--- config.mk ---
export PLATFORM = sky130hd
export DESIGN_NAME = option_byte_config_decoder
export DESIGN_NICKNAME = d
export VERILOG_FILES = /design/src/design/option_cfg_pkg.sv /design/src/design/option_load_if.sv /design/src/design/option_nvm_fetch.sv /design/src/design/option_byte_config_decoder.sv
export SDC_FILE = /design/constraint.sdc
export NUM_CORES = 1
export LEC_CHECK = 0
export BUFFER_PORTS_ARGS = -buffer_cell sky130_fd_sc_hd__buf_2
export CAP_MARGIN = 10
export CORE_UTILIZATION = 37
export CTS_CLUSTER_DIAMETER = 40
export DETAILED_ROUTE_END_ITERATION = 16
export PLACE_DENSITY = 0.55
export SLEW_MARGIN = 20
export SYNTH_ARGS = -nofsm -noshare
export SYNTH_HDL_FRONTEND = slang
export SYNTH_HIERARCHICAL = 1
export SYNTH_SLANG_ARGS = --single-unit
export TNS_END_PERCENT = 100
--- constraint.sdc ---
create_clock -name i_ref_clk -period 3.6 [get_ports i_ref_clk]
set_input_delay 0.36 -clock i_ref_clk [delete_from_list [all_inputs] [get_ports i_ref_clk]]
set_output_delay 0.36 -clock i_ref_clk [all_outputs]
set_load 0.02 [all_outputs]
--- src/design/option_cfg_pkg.sv ---
package option_cfg_pkg;
    // Avalon word byte addresses
    localparam logic [3:0] clock_watchdog_options_addr = 4'h0;
    localparam logic [3:0] wakeup_clock_options_addr = 4'h1;
    localparam logic [3:0] crystal_settle_time_addr = 4'h2;
    localparam logic [3:0] reserved_option_addr = 4'h3;
    localparam logic [3:0] flash_wait_option_addr = 4'h4;
    localparam logic [3:0] boot_loader_option_addr = 4'h5;
    localparam logic [3:0] load_status_addr = 4'h6;
    localparam logic [3:0] apply_ctrl_addr = 4'h7;
    localparam logic [3:0] last_addr = 4'h7;
    localparam int option_count = 6;
    // Field positions, clock_watchdog_options
    localparam int slow_rc_cpu_allow_bit = 0;
    localparam int indep_dog_hw_start_bit = 1;
    localparam int window_dog_hw_start_bit = 2;
    localparam int window_dog_halt_reset_bit = 3;
    localparam int ext_clock_select_bit = 4;
    // Field positions, wakeup_clock_options
    localparam int wakeup_clock_select_bit = 2;
    localparam int wakeup_prescale_lo = 0;
    // Field position, flash_wait_option
    localparam int flash_wait_insert_bit = 0;
    // Reset values
    localparam logic [7:0] option_reset = 8'h00;
    // Settle codes and half-cycle counts
    localparam logic [7:0] settle_code_2048 = 8'h00;
    localparam logic [7:0] settle_code_128 = 8'hb4;
    localparam logic [7:0] settle_code_8 = 8'hd2;
    localparam logic [7:0] settle_code_half = 8'he1;
    localparam logic [12:0] settle_half_2048 = 13'h1000;
    localparam logic [12:0] settle_half_128 = 13'h0100;
    localparam logic [12:0] settle_half_8 = 13'h0010;
    localparam logic [12:0] settle_half_half = 13'h0001;
    // Wakeup prescale divide ratios to 128 kHz
    localparam logic [7:0] wakeup_div_24m = 8'hbc;
    localparam logic [7:0] wakeup_div_16m = 8'h7d;
    localparam logic [7:0] wakeup_div_8m = 8'h3f;
    localparam logic [7:0] wakeup_div_4m = 8'h20;
    localparam int slow_rc_khz = 128;
    localparam int flash_wait_limit_mhz = 16;
    // CPU clock source codes: fast RC, external, slow RC
    localparam logic [1:0] cpu_src_fast_rc = 2'h0;
    localparam logic [1:0] cpu_src_external = 2'h1;
    localparam logic [1:0] cpu_src_slow_rc = 2'h2;
endpackage : option_cfg_pkg

--- src/design/option_load_if.sv ---
`timescale 1ns/1ps
`default_nettype none
interface option_load_if;
    logic req;
    logic [2:0] index;
    logic valid;
    logic [7:0] data;
    modport loader(output req, output index, input valid, input data);
    modport fetcher(input req, input index, output valid, output data);
endinterface : option_load_if
`default_nettype wire

--- src/design/option_nvm_fetch.sv ---
`timescale 1ns/1ps
`default_nettype none
module option_nvm_fetch (
    // Clock and reset
    input wire logic i_ref_clk,
    input wire logic i_rstn,
    // Loader side
    option_load_if.fetcher ld,
    // Non-volatile memory read port
    output logic o_nvm_rd,
    output logic [2:0] o_nvm_addr,
    input wire logic i_nvm_ack,
    input wire logic [7:0] i_nvm_data
);
    import option_cfg_pkg::*;

    typedef struct packed {
        logic busy;
        logic valid;
        logic [7:0] data;
        logic [2:0] addr;
    } fetch_state_type;

    fetch_state_type state;
    fetch_state_type next_state;

    always_comb begin
        next_state = state;
        next_state.valid = 1'b0;
        if (!state.busy && ld.req) begin
            next_state.busy = 1'b1;
            next_state.addr = ld.index;
        end else if (state.busy && i_nvm_ack) begin
            next_state.busy = 1'b0;
            next_state.valid = 1'b1;
            next_state.data = i_nvm_data;
        end
    end

    always_ff @(posedge i_ref_clk) begin
        if (!i_rstn) begin
            state <= '0;
        end else begin
            state <= next_state;
        end
    end

    assign o_nvm_rd = state.busy;
    assign o_nvm_addr = state.addr;
    assign ld.valid = state.valid;
    assign ld.data = state.data;
endmodule // option_nvm_fetch
`default_nettype wire

--- src/design/option_byte_config_decoder.sv ---
`timescale 1ns/1ps
`default_nettype none
////////////////////////////////////////////////////////////////////////////////
// What this block does
// - Option bit set lets the clock controller pick the slow RC as CPU clock, clear forbids it.
// - Option bit set starts the independent watchdog by hardware, clear leaves it to software.
// - Option bit set starts the window watchdog by hardware, clear leaves it to software.
// - Option bit set makes halt reset the chip while the window watchdog runs, clear never.
// - Option bit clear runs a crystal on both pins, set takes an external clock on the input pin.
// - Option bit clear clocks the wakeup unit from the slow RC, set from the prescaled external clock.
// - Two prescale bits divide 24, 16, 8 or 4 MHz down to 128 kHz for codes 00 to 11.
// - Eight settle bits pick 2048, 128, 8 or 0.5 external cycles before the crystal counts stable.
// - Flash wait bit clear gives no wait state, set gives one on every flash or EEPROM read.
// - The slow RC source named by the options is the 128 kHz internal oscillator.
module option_byte_config_decoder (
    // Clock and reset
    input wire logic i_ref_clk,
    input wire logic i_rstn,
    // System reset being held, from the reset controller
    input wire logic i_sys_reset_hold,
    // Non-volatile memory read port
    output logic o_nvm_rd,
    output logic [2:0] o_nvm_addr,
    input wire logic i_nvm_ack,
    input wire logic [7:0] i_nvm_data,
    // Avalon-MM slave
    input wire logic [3:0] i_avs_address,
    input wire logic i_avs_read,
    input wire logic i_avs_write,
    input wire logic [31:0] i_avs_writedata,
    input wire logic [3:0] i_avs_byteenable,
    output logic [31:0] o_avs_readdata,
    output logic o_avs_waitrequest,
    // Decoded configuration
    output logic o_options_ready,
    output logic o_slow_rc_cpu_allow,
    output logic o_indep_dog_hw_start,
    output logic o_window_dog_hw_start,
    output logic o_window_dog_halt_reset,
    output logic o_ext_clock_select,
    output logic o_osc_output_pin_drive,
    output logic o_wakeup_clock_select,
    output logic [1:0] o_wakeup_prescale_sel,
    output logic [7:0] o_wakeup_divider,
    output logic [12:0] o_crystal_settle_halves,
    output logic o_flash_wait_insert,
    output logic [7:0] o_slow_rc_khz
);
    import option_cfg_pkg::*;

    ////////////////////////////////////////////////////////////////////////////
    typedef enum logic [3:0] {
        st_idle = 4'b0001,
        st_fetch = 4'b0010,
        st_wait = 4'b0100,
        st_done = 4'b1000
    } load_state_type;

    typedef struct packed {
        load_state_type fsm;
        logic [2:0] index;
        logic req;
        logic [7:0] byte0;
        logic [7:0] byte1;
        logic [7:0] byte2;
        logic [7:0] byte3;
        logic [7:0] byte4;
        logic [7:0] byte5;
        logic pending;
        logic ready;
        logic slow_rc_cpu_allow;
        logic indep_dog_hw_start;
        logic window_dog_hw_start;
        logic window_dog_halt_reset;
        logic ext_clock_select;
        logic osc_drive;
        logic wakeup_clock_select;
        logic [1:0] wakeup_prescale_sel;
        logic [7:0] wakeup_divider;
        logic [12:0] settle_halves;
        logic flash_wait_insert;
        logic [31:0] rdata;
        logic rvalid;
        logic hold_meta;
        logic hold_sync;
        logic hold_sync2;
    } top_state_type;

    top_state_type state;
    top_state_type next_state;
    option_load_if ld ();

    option_nvm_fetch u_fetch (
        .i_ref_clk(i_ref_clk),
        .i_rstn(i_rstn),
        .ld(ld),
        .o_nvm_rd(o_nvm_rd),
        .o_nvm_addr(o_nvm_addr),
        .i_nvm_ack(i_nvm_ack),
        .i_nvm_data(i_nvm_data)
    );

    assign ld.req = state.req;
    assign ld.index = state.index;

    ////////////////////////////////////////////////////////////////////////////
    // Settle time decode; unlisted codes take the longest wait to stay safe
    function automatic logic [12:0] settle_decode(input logic [7:0] code);
        logic [12:0] halves;
        halves = settle_half_2048;
        case (code)
            settle_code_2048: halves = settle_half_2048;
            settle_code_128: halves = settle_half_128;
            settle_code_8: halves = settle_half_8;
            settle_code_half: halves = settle_half_half;
            default: halves = settle_half_2048;
        endcase
        return halves;
    endfunction

    function automatic logic [7:0] prescale_decode(input logic [1:0] sel);
        logic [7:0] div;
        div = wakeup_div_24m;
        case (sel)
            2'h0: div = wakeup_div_24m;
            2'h1: div = wakeup_div_16m;
            2'h2: div = wakeup_div_8m;
            2'h3: div = wakeup_div_4m;
            default: div = wakeup_div_24m;
        endcase
        return div;
    endfunction

    function automatic logic [7:0] option_byte(input top_state_type s, input logic [2:0] idx);
        logic [7:0] v;
        v = 8'h00;
        case (idx)
            3'h0: v = s.byte0;
            3'h1: v = s.byte1;
            3'h2: v = s.byte2;
            3'h3: v = s.byte3;
            3'h4: v = s.byte4;
            3'h5: v = s.byte5;
            default: v = 8'h00;
        endcase
        return v;
    endfunction

    ////////////////////////////////////////////////////////////////////////////
    logic bus_hit;
    logic [7:0] wbyte;

    always_comb begin
        next_state = state;
        next_state.req = 1'b0;
        next_state.rvalid = 1'b0;
        // Hold comes from another reset domain, so synchronise it
        next_state.hold_meta = i_sys_reset_hold;
        next_state.hold_sync = state.hold_meta;
        next_state.hold_sync2 = state.hold_sync;
        bus_hit = i_avs_address <= last_addr;
        wbyte = i_avs_writedata[7:0];

        // Loader: fetch each option byte in turn while reset is held
        case (state.fsm)
            st_idle: begin
                if (state.hold_sync && state.hold_sync2) begin
                    next_state.fsm = st_fetch;
                    next_state.index = 3'h0;
                    next_state.ready = 1'b0;
                end
            end
            st_fetch: begin
                next_state.req = 1'b1;
                next_state.fsm = st_wait;
            end
            st_wait: begin
                if (ld.valid) begin
                    case (state.index)
                        3'h0: next_state.byte0 = ld.data;
                        3'h1: next_state.byte1 = ld.data;
                        3'h2: next_state.byte2 = ld.data;
                        3'h3: next_state.byte3 = ld.data;
                        3'h4: next_state.byte4 = ld.data;
                        default: next_state.byte5 = ld.data;
                    endcase
                    if (state.index == 3'(option_count - 1)) begin
                        next_state.fsm = st_done;
                    end else begin
                        next_state.index = state.index + 3'h1;
                        next_state.fsm = st_fetch;
                    end
                end
            end
            st_done: begin
                // Apply only after reset release, then freeze until next hold
                if (!state.hold_sync && !state.hold_sync2) begin
                    next_state.pending = 1'b1;
                    next_state.fsm = st_idle;
                end
            end
            default: next_state.fsm = st_idle;
        endcase

        // Software copy writes only change the read-back bytes; the next hold reloads them from memory
        if (i_avs_write && bus_hit && i_avs_byteenable[0] && state.fsm == st_idle) begin
            case (i_avs_address)
                clock_watchdog_options_addr: next_state.byte0 = wbyte;
                wakeup_clock_options_addr: next_state.byte1 = wbyte;
                crystal_settle_time_addr: next_state.byte2 = wbyte;
                flash_wait_option_addr: next_state.byte4 = wbyte;
                boot_loader_option_addr: next_state.byte5 = wbyte;
                default: next_state.byte3 = state.byte3;
            endcase
        end

        if (state.pending) begin
            next_state.pending = 1'b0;
            next_state.ready = 1'b1;
            next_state.slow_rc_cpu_allow = state.byte0[slow_rc_cpu_allow_bit];
            next_state.indep_dog_hw_start = state.byte0[indep_dog_hw_start_bit];
            next_state.window_dog_hw_start = state.byte0[window_dog_hw_start_bit];
            next_state.window_dog_halt_reset = state.byte0[window_dog_halt_reset_bit];
            next_state.ext_clock_select = state.byte0[ext_clock_select_bit];
            next_state.osc_drive = !state.byte0[ext_clock_select_bit];
            next_state.wakeup_clock_select = state.byte1[wakeup_clock_select_bit];
            next_state.wakeup_prescale_sel = state.byte1[wakeup_prescale_lo +: 2];
            next_state.wakeup_divider = prescale_decode(state.byte1[wakeup_prescale_lo +: 2]);
            next_state.settle_halves = settle_decode(state.byte2);
            next_state.flash_wait_insert = state.byte4[flash_wait_insert_bit];
        end

        // Reads answer one cycle after the request
        if (i_avs_read && !state.rvalid) begin
            next_state.rvalid = 1'b1;
            next_state.rdata = 32'h0;
            if (i_avs_address < 4'(option_count)) begin
                next_state.rdata = {24'h0, option_byte(state, i_avs_address[2:0])};
            end else if (i_avs_address == load_status_addr) begin
                next_state.rdata = {28'h0, state.fsm};
                next_state.rdata[31] = state.ready;
            end else if (i_avs_address == apply_ctrl_addr) begin
                next_state.rdata = {31'h0, state.pending};
            end
        end
    end

    always_ff @(posedge i_ref_clk) begin
        if (!i_rstn) begin
            state <= '0;
            state.fsm <= st_idle;
            state.settle_halves <= settle_half_2048;
            state.wakeup_divider <= wakeup_div_24m;
        end else begin
            state <= next_state;
        end
    end

    ////////////////////////////////////////////////////////////////////////////
    // Reads wait one cycle; writes complete at once
    assign o_avs_waitrequest = i_avs_read && !state.rvalid;
    assign o_avs_readdata = state.rdata;
    assign o_options_ready = state.ready;
    assign o_slow_rc_cpu_allow = state.slow_rc_cpu_allow;
    assign o_indep_dog_hw_start = state.indep_dog_hw_start;
    assign o_window_dog_hw_start = state.window_dog_hw_start;
    assign o_window_dog_halt_reset = state.window_dog_halt_reset;
    assign o_ext_clock_select = state.ext_clock_select;
    assign o_osc_output_pin_drive = state.osc_drive;
    assign o_wakeup_clock_select = state.wakeup_clock_select;
    assign o_wakeup_prescale_sel = state.wakeup_prescale_sel;
    assign o_wakeup_divider = state.wakeup_divider;
    assign o_crystal_settle_halves = state.settle_halves;
    assign o_flash_wait_insert = state.flash_wait_insert;
    assign o_slow_rc_khz = 8'(slow_rc_khz);
endmodule // option_byte_config_decoder
`default_nettype wire

### After elaboration in Yosys (flattened, before gate mapping)

Index checks and enable logic that the tools add are counted.

* register bits: 138
* logic and storage cells: 133

* $add $sub $neg: 1
* order comparisons: 2
* eq/ne operators: 31
* mux-type cells: 36
* bitwise gates (word level): 3
* reduce and logical (&&, ||, !) cells: 29

Operator list (count)
* 48-bit 2-to-1 mux: 3
* 32-bit 2-to-1 mux: 3
* 8-bit 2-to-1 mux: 12
* 8-bit one-hot mux with 6 select lines: 1
* 13-bit one-hot mux with 3 select lines: 1
* 8-bit one-hot mux with 4 select lines: 1
* 8-bit == test, second input constant: 3
* 4-bit by 3-bit == test with 1-bit output, second input constant: 5
* 4-bit one-hot mux with 4 select lines: 1
* 7-bit 2-to-1 mux: 2
* 3-bit by 2-bit == test with 1-bit output, second input constant: 4
* 3-bit == test, second input constant: 4
* 10-bit 2-to-1 mux: 1
* 5-bit OR reduction: 2
* 4-bit by 1-bit == test with 1-bit output, second input constant: 2
* 4-bit by 2-bit == test with 1-bit output, second input constant: 2
* 1-bit logical AND: 8
* 4-bit 2-to-1 mux: 2
* 2-bit inequality test, second input constant: 4
* 2-bit nonzero test: 4
* 1-bit 2-to-1 mux: 7
* 3-bit by 1-bit == test with 1-bit output, second input constant: 2
* 3-bit logical NOT: 2
* 3-bit one-hot mux with 2 select lines: 1
* 17 further kinds: 25

### Logic depth before layout (Yosys ltp)

* word-level depth: 7
* depth in mapped cells: 7
* gate-level depth less buffers: 6

### Hierarchy

Netlist, hierarchy kept.

By module, submodules not included
* option_byte_config_decoder: instances 1, cells each 540, area each 4917.2 um^2, seq. area each 1801.7 um^2
* option_nvm_fetch: instances 1, cells each 56, area each 505.5 um^2, seq. area each 260.2 um^2

### Least setup slack after synthesis

No wires, ideal clock.

* path kind: register to register
* from: register state[124] (netlist name)
* to: register state[101] (netlist name)
* setup time: 0.132 ns
* data arrival time: 1.560 ns
* path slack: 1.908 ns
* cell stages (with the launch flop): 7
* path buffers: 2
* period minus slack after synthesis: 1.692 ns
* cell sequence: dfxtp_1 -> buf_6 -> nor4b_4 -> and4_1 -> buf_6 -> mux2i_1 -> a21oi_1

* cells in the longest elaborated chain, start to end: 4
* elaborated cells on any way between the ends: 6
* those cells by class: 2 x eq/ne; 3 x mux; 1 x reduce/logical

Ends and longest elaborated chain
* start: declaration: line option_byte_config_decoder.sv:89 `top_state_type state;`
* start signal: assignment: line option_byte_config_decoder.sv:255 `state <= next_state;`
* 4-bit by 3-bit == test with 1-bit output: line option_byte_config_decoder.sv:165 `case (state.fsm)`
* 48-bit 2-to-1 mux: line option_byte_config_decoder.sv:165
* 8-bit 2-to-1 mux: line option_byte_config_decoder.sv:207 `case (i_avs_address)`
* 48-bit 2-to-1 mux (*): line option_byte_config_decoder.sv:206 `if (i_avs_write && bus_hit && i_avs_byteenable[0] && state.fsm == st_idle) begin`

Mark *: on every way between the ends. The rest lies on a longest branch, timed or not.
A chain may end at the register's enable or synchronous reset.

### Final worst setup path

* from: register state[123] (netlist name)
* to: register state[98] (netlist name)

Same word-level chain as after synthesis.

==> out/qor.txt <==
Status -> finished, final reports clean
Final period util -> 0.654
Cell count after placement -> 779
Antenna violations before repair -> 0
DRC errors left -> 0
Root Driver -> clkbuf_16
First-pass GRT wire length -> 21100 microns
Syn avg cell area -> 9.10 sq um
Syn Inst Count -> 596
Total grt overflow -> 0
Synthesized area -> 5420 sq um
Final setup violation count -> 0
Initial core utilization -> 0.385
Vias per cell -> 5.25
Post-route setup TNS -> 0 ps
DRT Pass-1 Iters -> 5
CTS Buf Count -> 9
I/O pin cnt -> 131
Share of layout cells above drive strength 1 -> 0.165
Largest area contributor in the netlist -> dfxtp_1
Top cells by count, synth -> dfxtp_1 (103), buf_4 (63), mux2i_1 (62)
Antenna cells -> 0
CP max-delay cell -> and4_1
Top cells by area, synth -> dfxtp_1 (38%), mux2i_1 (11%), buf_4 (8.7%), o21ai_0 (5.4%), a21oi_1 (4.2%)
Bufs on Longest Clock Path -> 2
Worst Path Arrival -> 2550 ps
GPL Wtd Cong -> 0.817
Drt initial violations -> 319
WL/cell -> 17.2 microns
Sequential fraction of the synthesis area -> 0.380
Worst-margin pin slew -> 806 ps
Die ar. -> 15100 sq um
Synth Flop Type -> dfxtp_1
Site row count -> 43
DIE HEIGHT -> 123 microns
EDFF count, synth -> 0
Fin. Hold Viols -> 0
Max Cap Viol -> 0
Area after detailed placement -> 5480 sq um
Tmin final -> 2360 ps
Worst skew pair latency -> 350 ps
Core area -> 14100 sq um
Fin area -> 5780 sq um
P_leak -> 2.24 nW
Worst setup path class -> register to register
Hold WC Path Type -> input pin to register
Share of the synthesized area in the top cell type -> 0.380
Max Fclk -> 424 MHz
Startpoint class of the critical path -> register
Synth warn -> 6
Die width -> 123 microns
Number of port buffers -> 62
Slew Viols, Final -> 0
Routed WL -> 13600 microns
Pwr dens -> 409 nW/um^2
Post-CTS Setup Inserts -> 0
Antenna-violating nets left -> 0
Non-Filler Instances -> 793
Count leader, synth -> dfxtp_1
Layout Utilization -> 0.410
Hold WS -> 222 ps
Worst slack at placement -> 1230 ps
Critical Path Max Stage Delay -> 700 ps
GR Util All Layers -> 0.187
Tot Pwr -> 2.36 mW
Vias -> 4165
Largest fanout on the critical path -> 10
Worst-case headroom to the max-slew limit -> 0.463
FF+latch count, synth -> 103
Cts hold-fix bufs -> 0
CTS tree -> built
WP data required -> 3800 ps
Worst setup EP type -> register
Cell Chain, Critical Path -> nor4b_4, and4_1, mux2i_1, a21oi_1
Layout area overhead -> 6.62%
Synth unique cells -> 60
Worst vdd ir -> 266 uV
Vias in the first global route -> 3882
H-tree depth reported by CTS -> 3
Clock Sinks -> 103
Final WS setup -> 1240 ps
RSZ-0062 raised after global routing -> false
Worst-path clk slew -> 70 ps
Post-synth ARST share -> 0
Number of gates resized after cts -> 0
Final setup skew -> 8.55 ps
Final Net Count -> 673
HPWL reported at the end of detailed placement -> 9300 microns
Largest net degree at the start of global routing -> 51
==> sequential cells by signal (all words and copies together) (netlist names), 2 cells and up <==
signal,flops
o_wakeup_prescale_sel,2
ld.index,3
next_state,2
o_wakeup_divider,5
o_crystal_settle_halves,4
u_fetch/ld.data,8
state,55
u_fetch/o_nvm_addr,3
o_avs_readdata,9
==> worst max-delay path, delay by kind of cell (launching register included) <==
kind	cells	cell delay [ps]
AOI/OAI and AO/OA	1	100
DFF	1	520
muxes	1	280
and+or+nand+nor	2	1290
==> final cells by class <==
type / count / area [sq um]
Timing Repair Buffer: 67 / 360
Clock buffer: 9 / 225
Fill cell: 1434 / 8310
Inverter: 8 / 30.0
Multi-Input combinational cell: 421 / 2800
Tap cell: 180 / 225
Sequential cell: 103 / 2060
Clock inverter: 5 / 75.1
==> cells in the final DEF (no fill, tap or decap), types with 12 or more instances in the layout <==
master / n
nand4_1: 12
mux2i_1: 62
buf_2: 62
nand3_1: 14
o21ai_0: 58
nand2_1: 41
conb_1: 41
a21oi_1: 46
nor2b_1: 27
dfxtp_1: 102
==> logic make-up after synthesis <==
group | Yosys count | synth area share
muxes | 70 | 0.137
adders and majority gates | 9 | 0.0208
DFF | 103 | 0.380
other | 2 | 0.00138
xor gates and xnor gates | 1 | 0.00162
AOI/OAI and AO/OA | 153 | 0.167
and+or+nand+nor | 147 | 0.162
buffers and inverters | 111 | 0.130
==> layer usage <==
metal / up-vias / share of wire / global-route usage
li1: 2050 / - / -
met1: 1961 / 0.46 / 0.251
met2: 141 / 0.46 / 0.295
met3: 13 / 0.064 / 0.0443
met4: 0 / 0.012 / 0.0602
met5: - / 0 / 0
==> power breakdown <==
part	total (mW)	leakage [nW]	internal [mW]	switching [mW]
sequential	1.16	0.832	1.15	0.00955
clock	1.03	0.151	0.598	0.429
combinational	0.177	1.25	0.0512	0.125
==> worst paths after layout <==
kind	end	cells past startpoint	startpoint	slack, ps
max reg2reg	state[98]	4	state[123]	1240
min	next_state[1]	2	i_sys_reset_hold	220
max	state[98]	4	state[123]	1240
min reg2reg	next_state[0]	1	next_state[1]	440
Note: power is estimated with default switching activity, not from simulation.
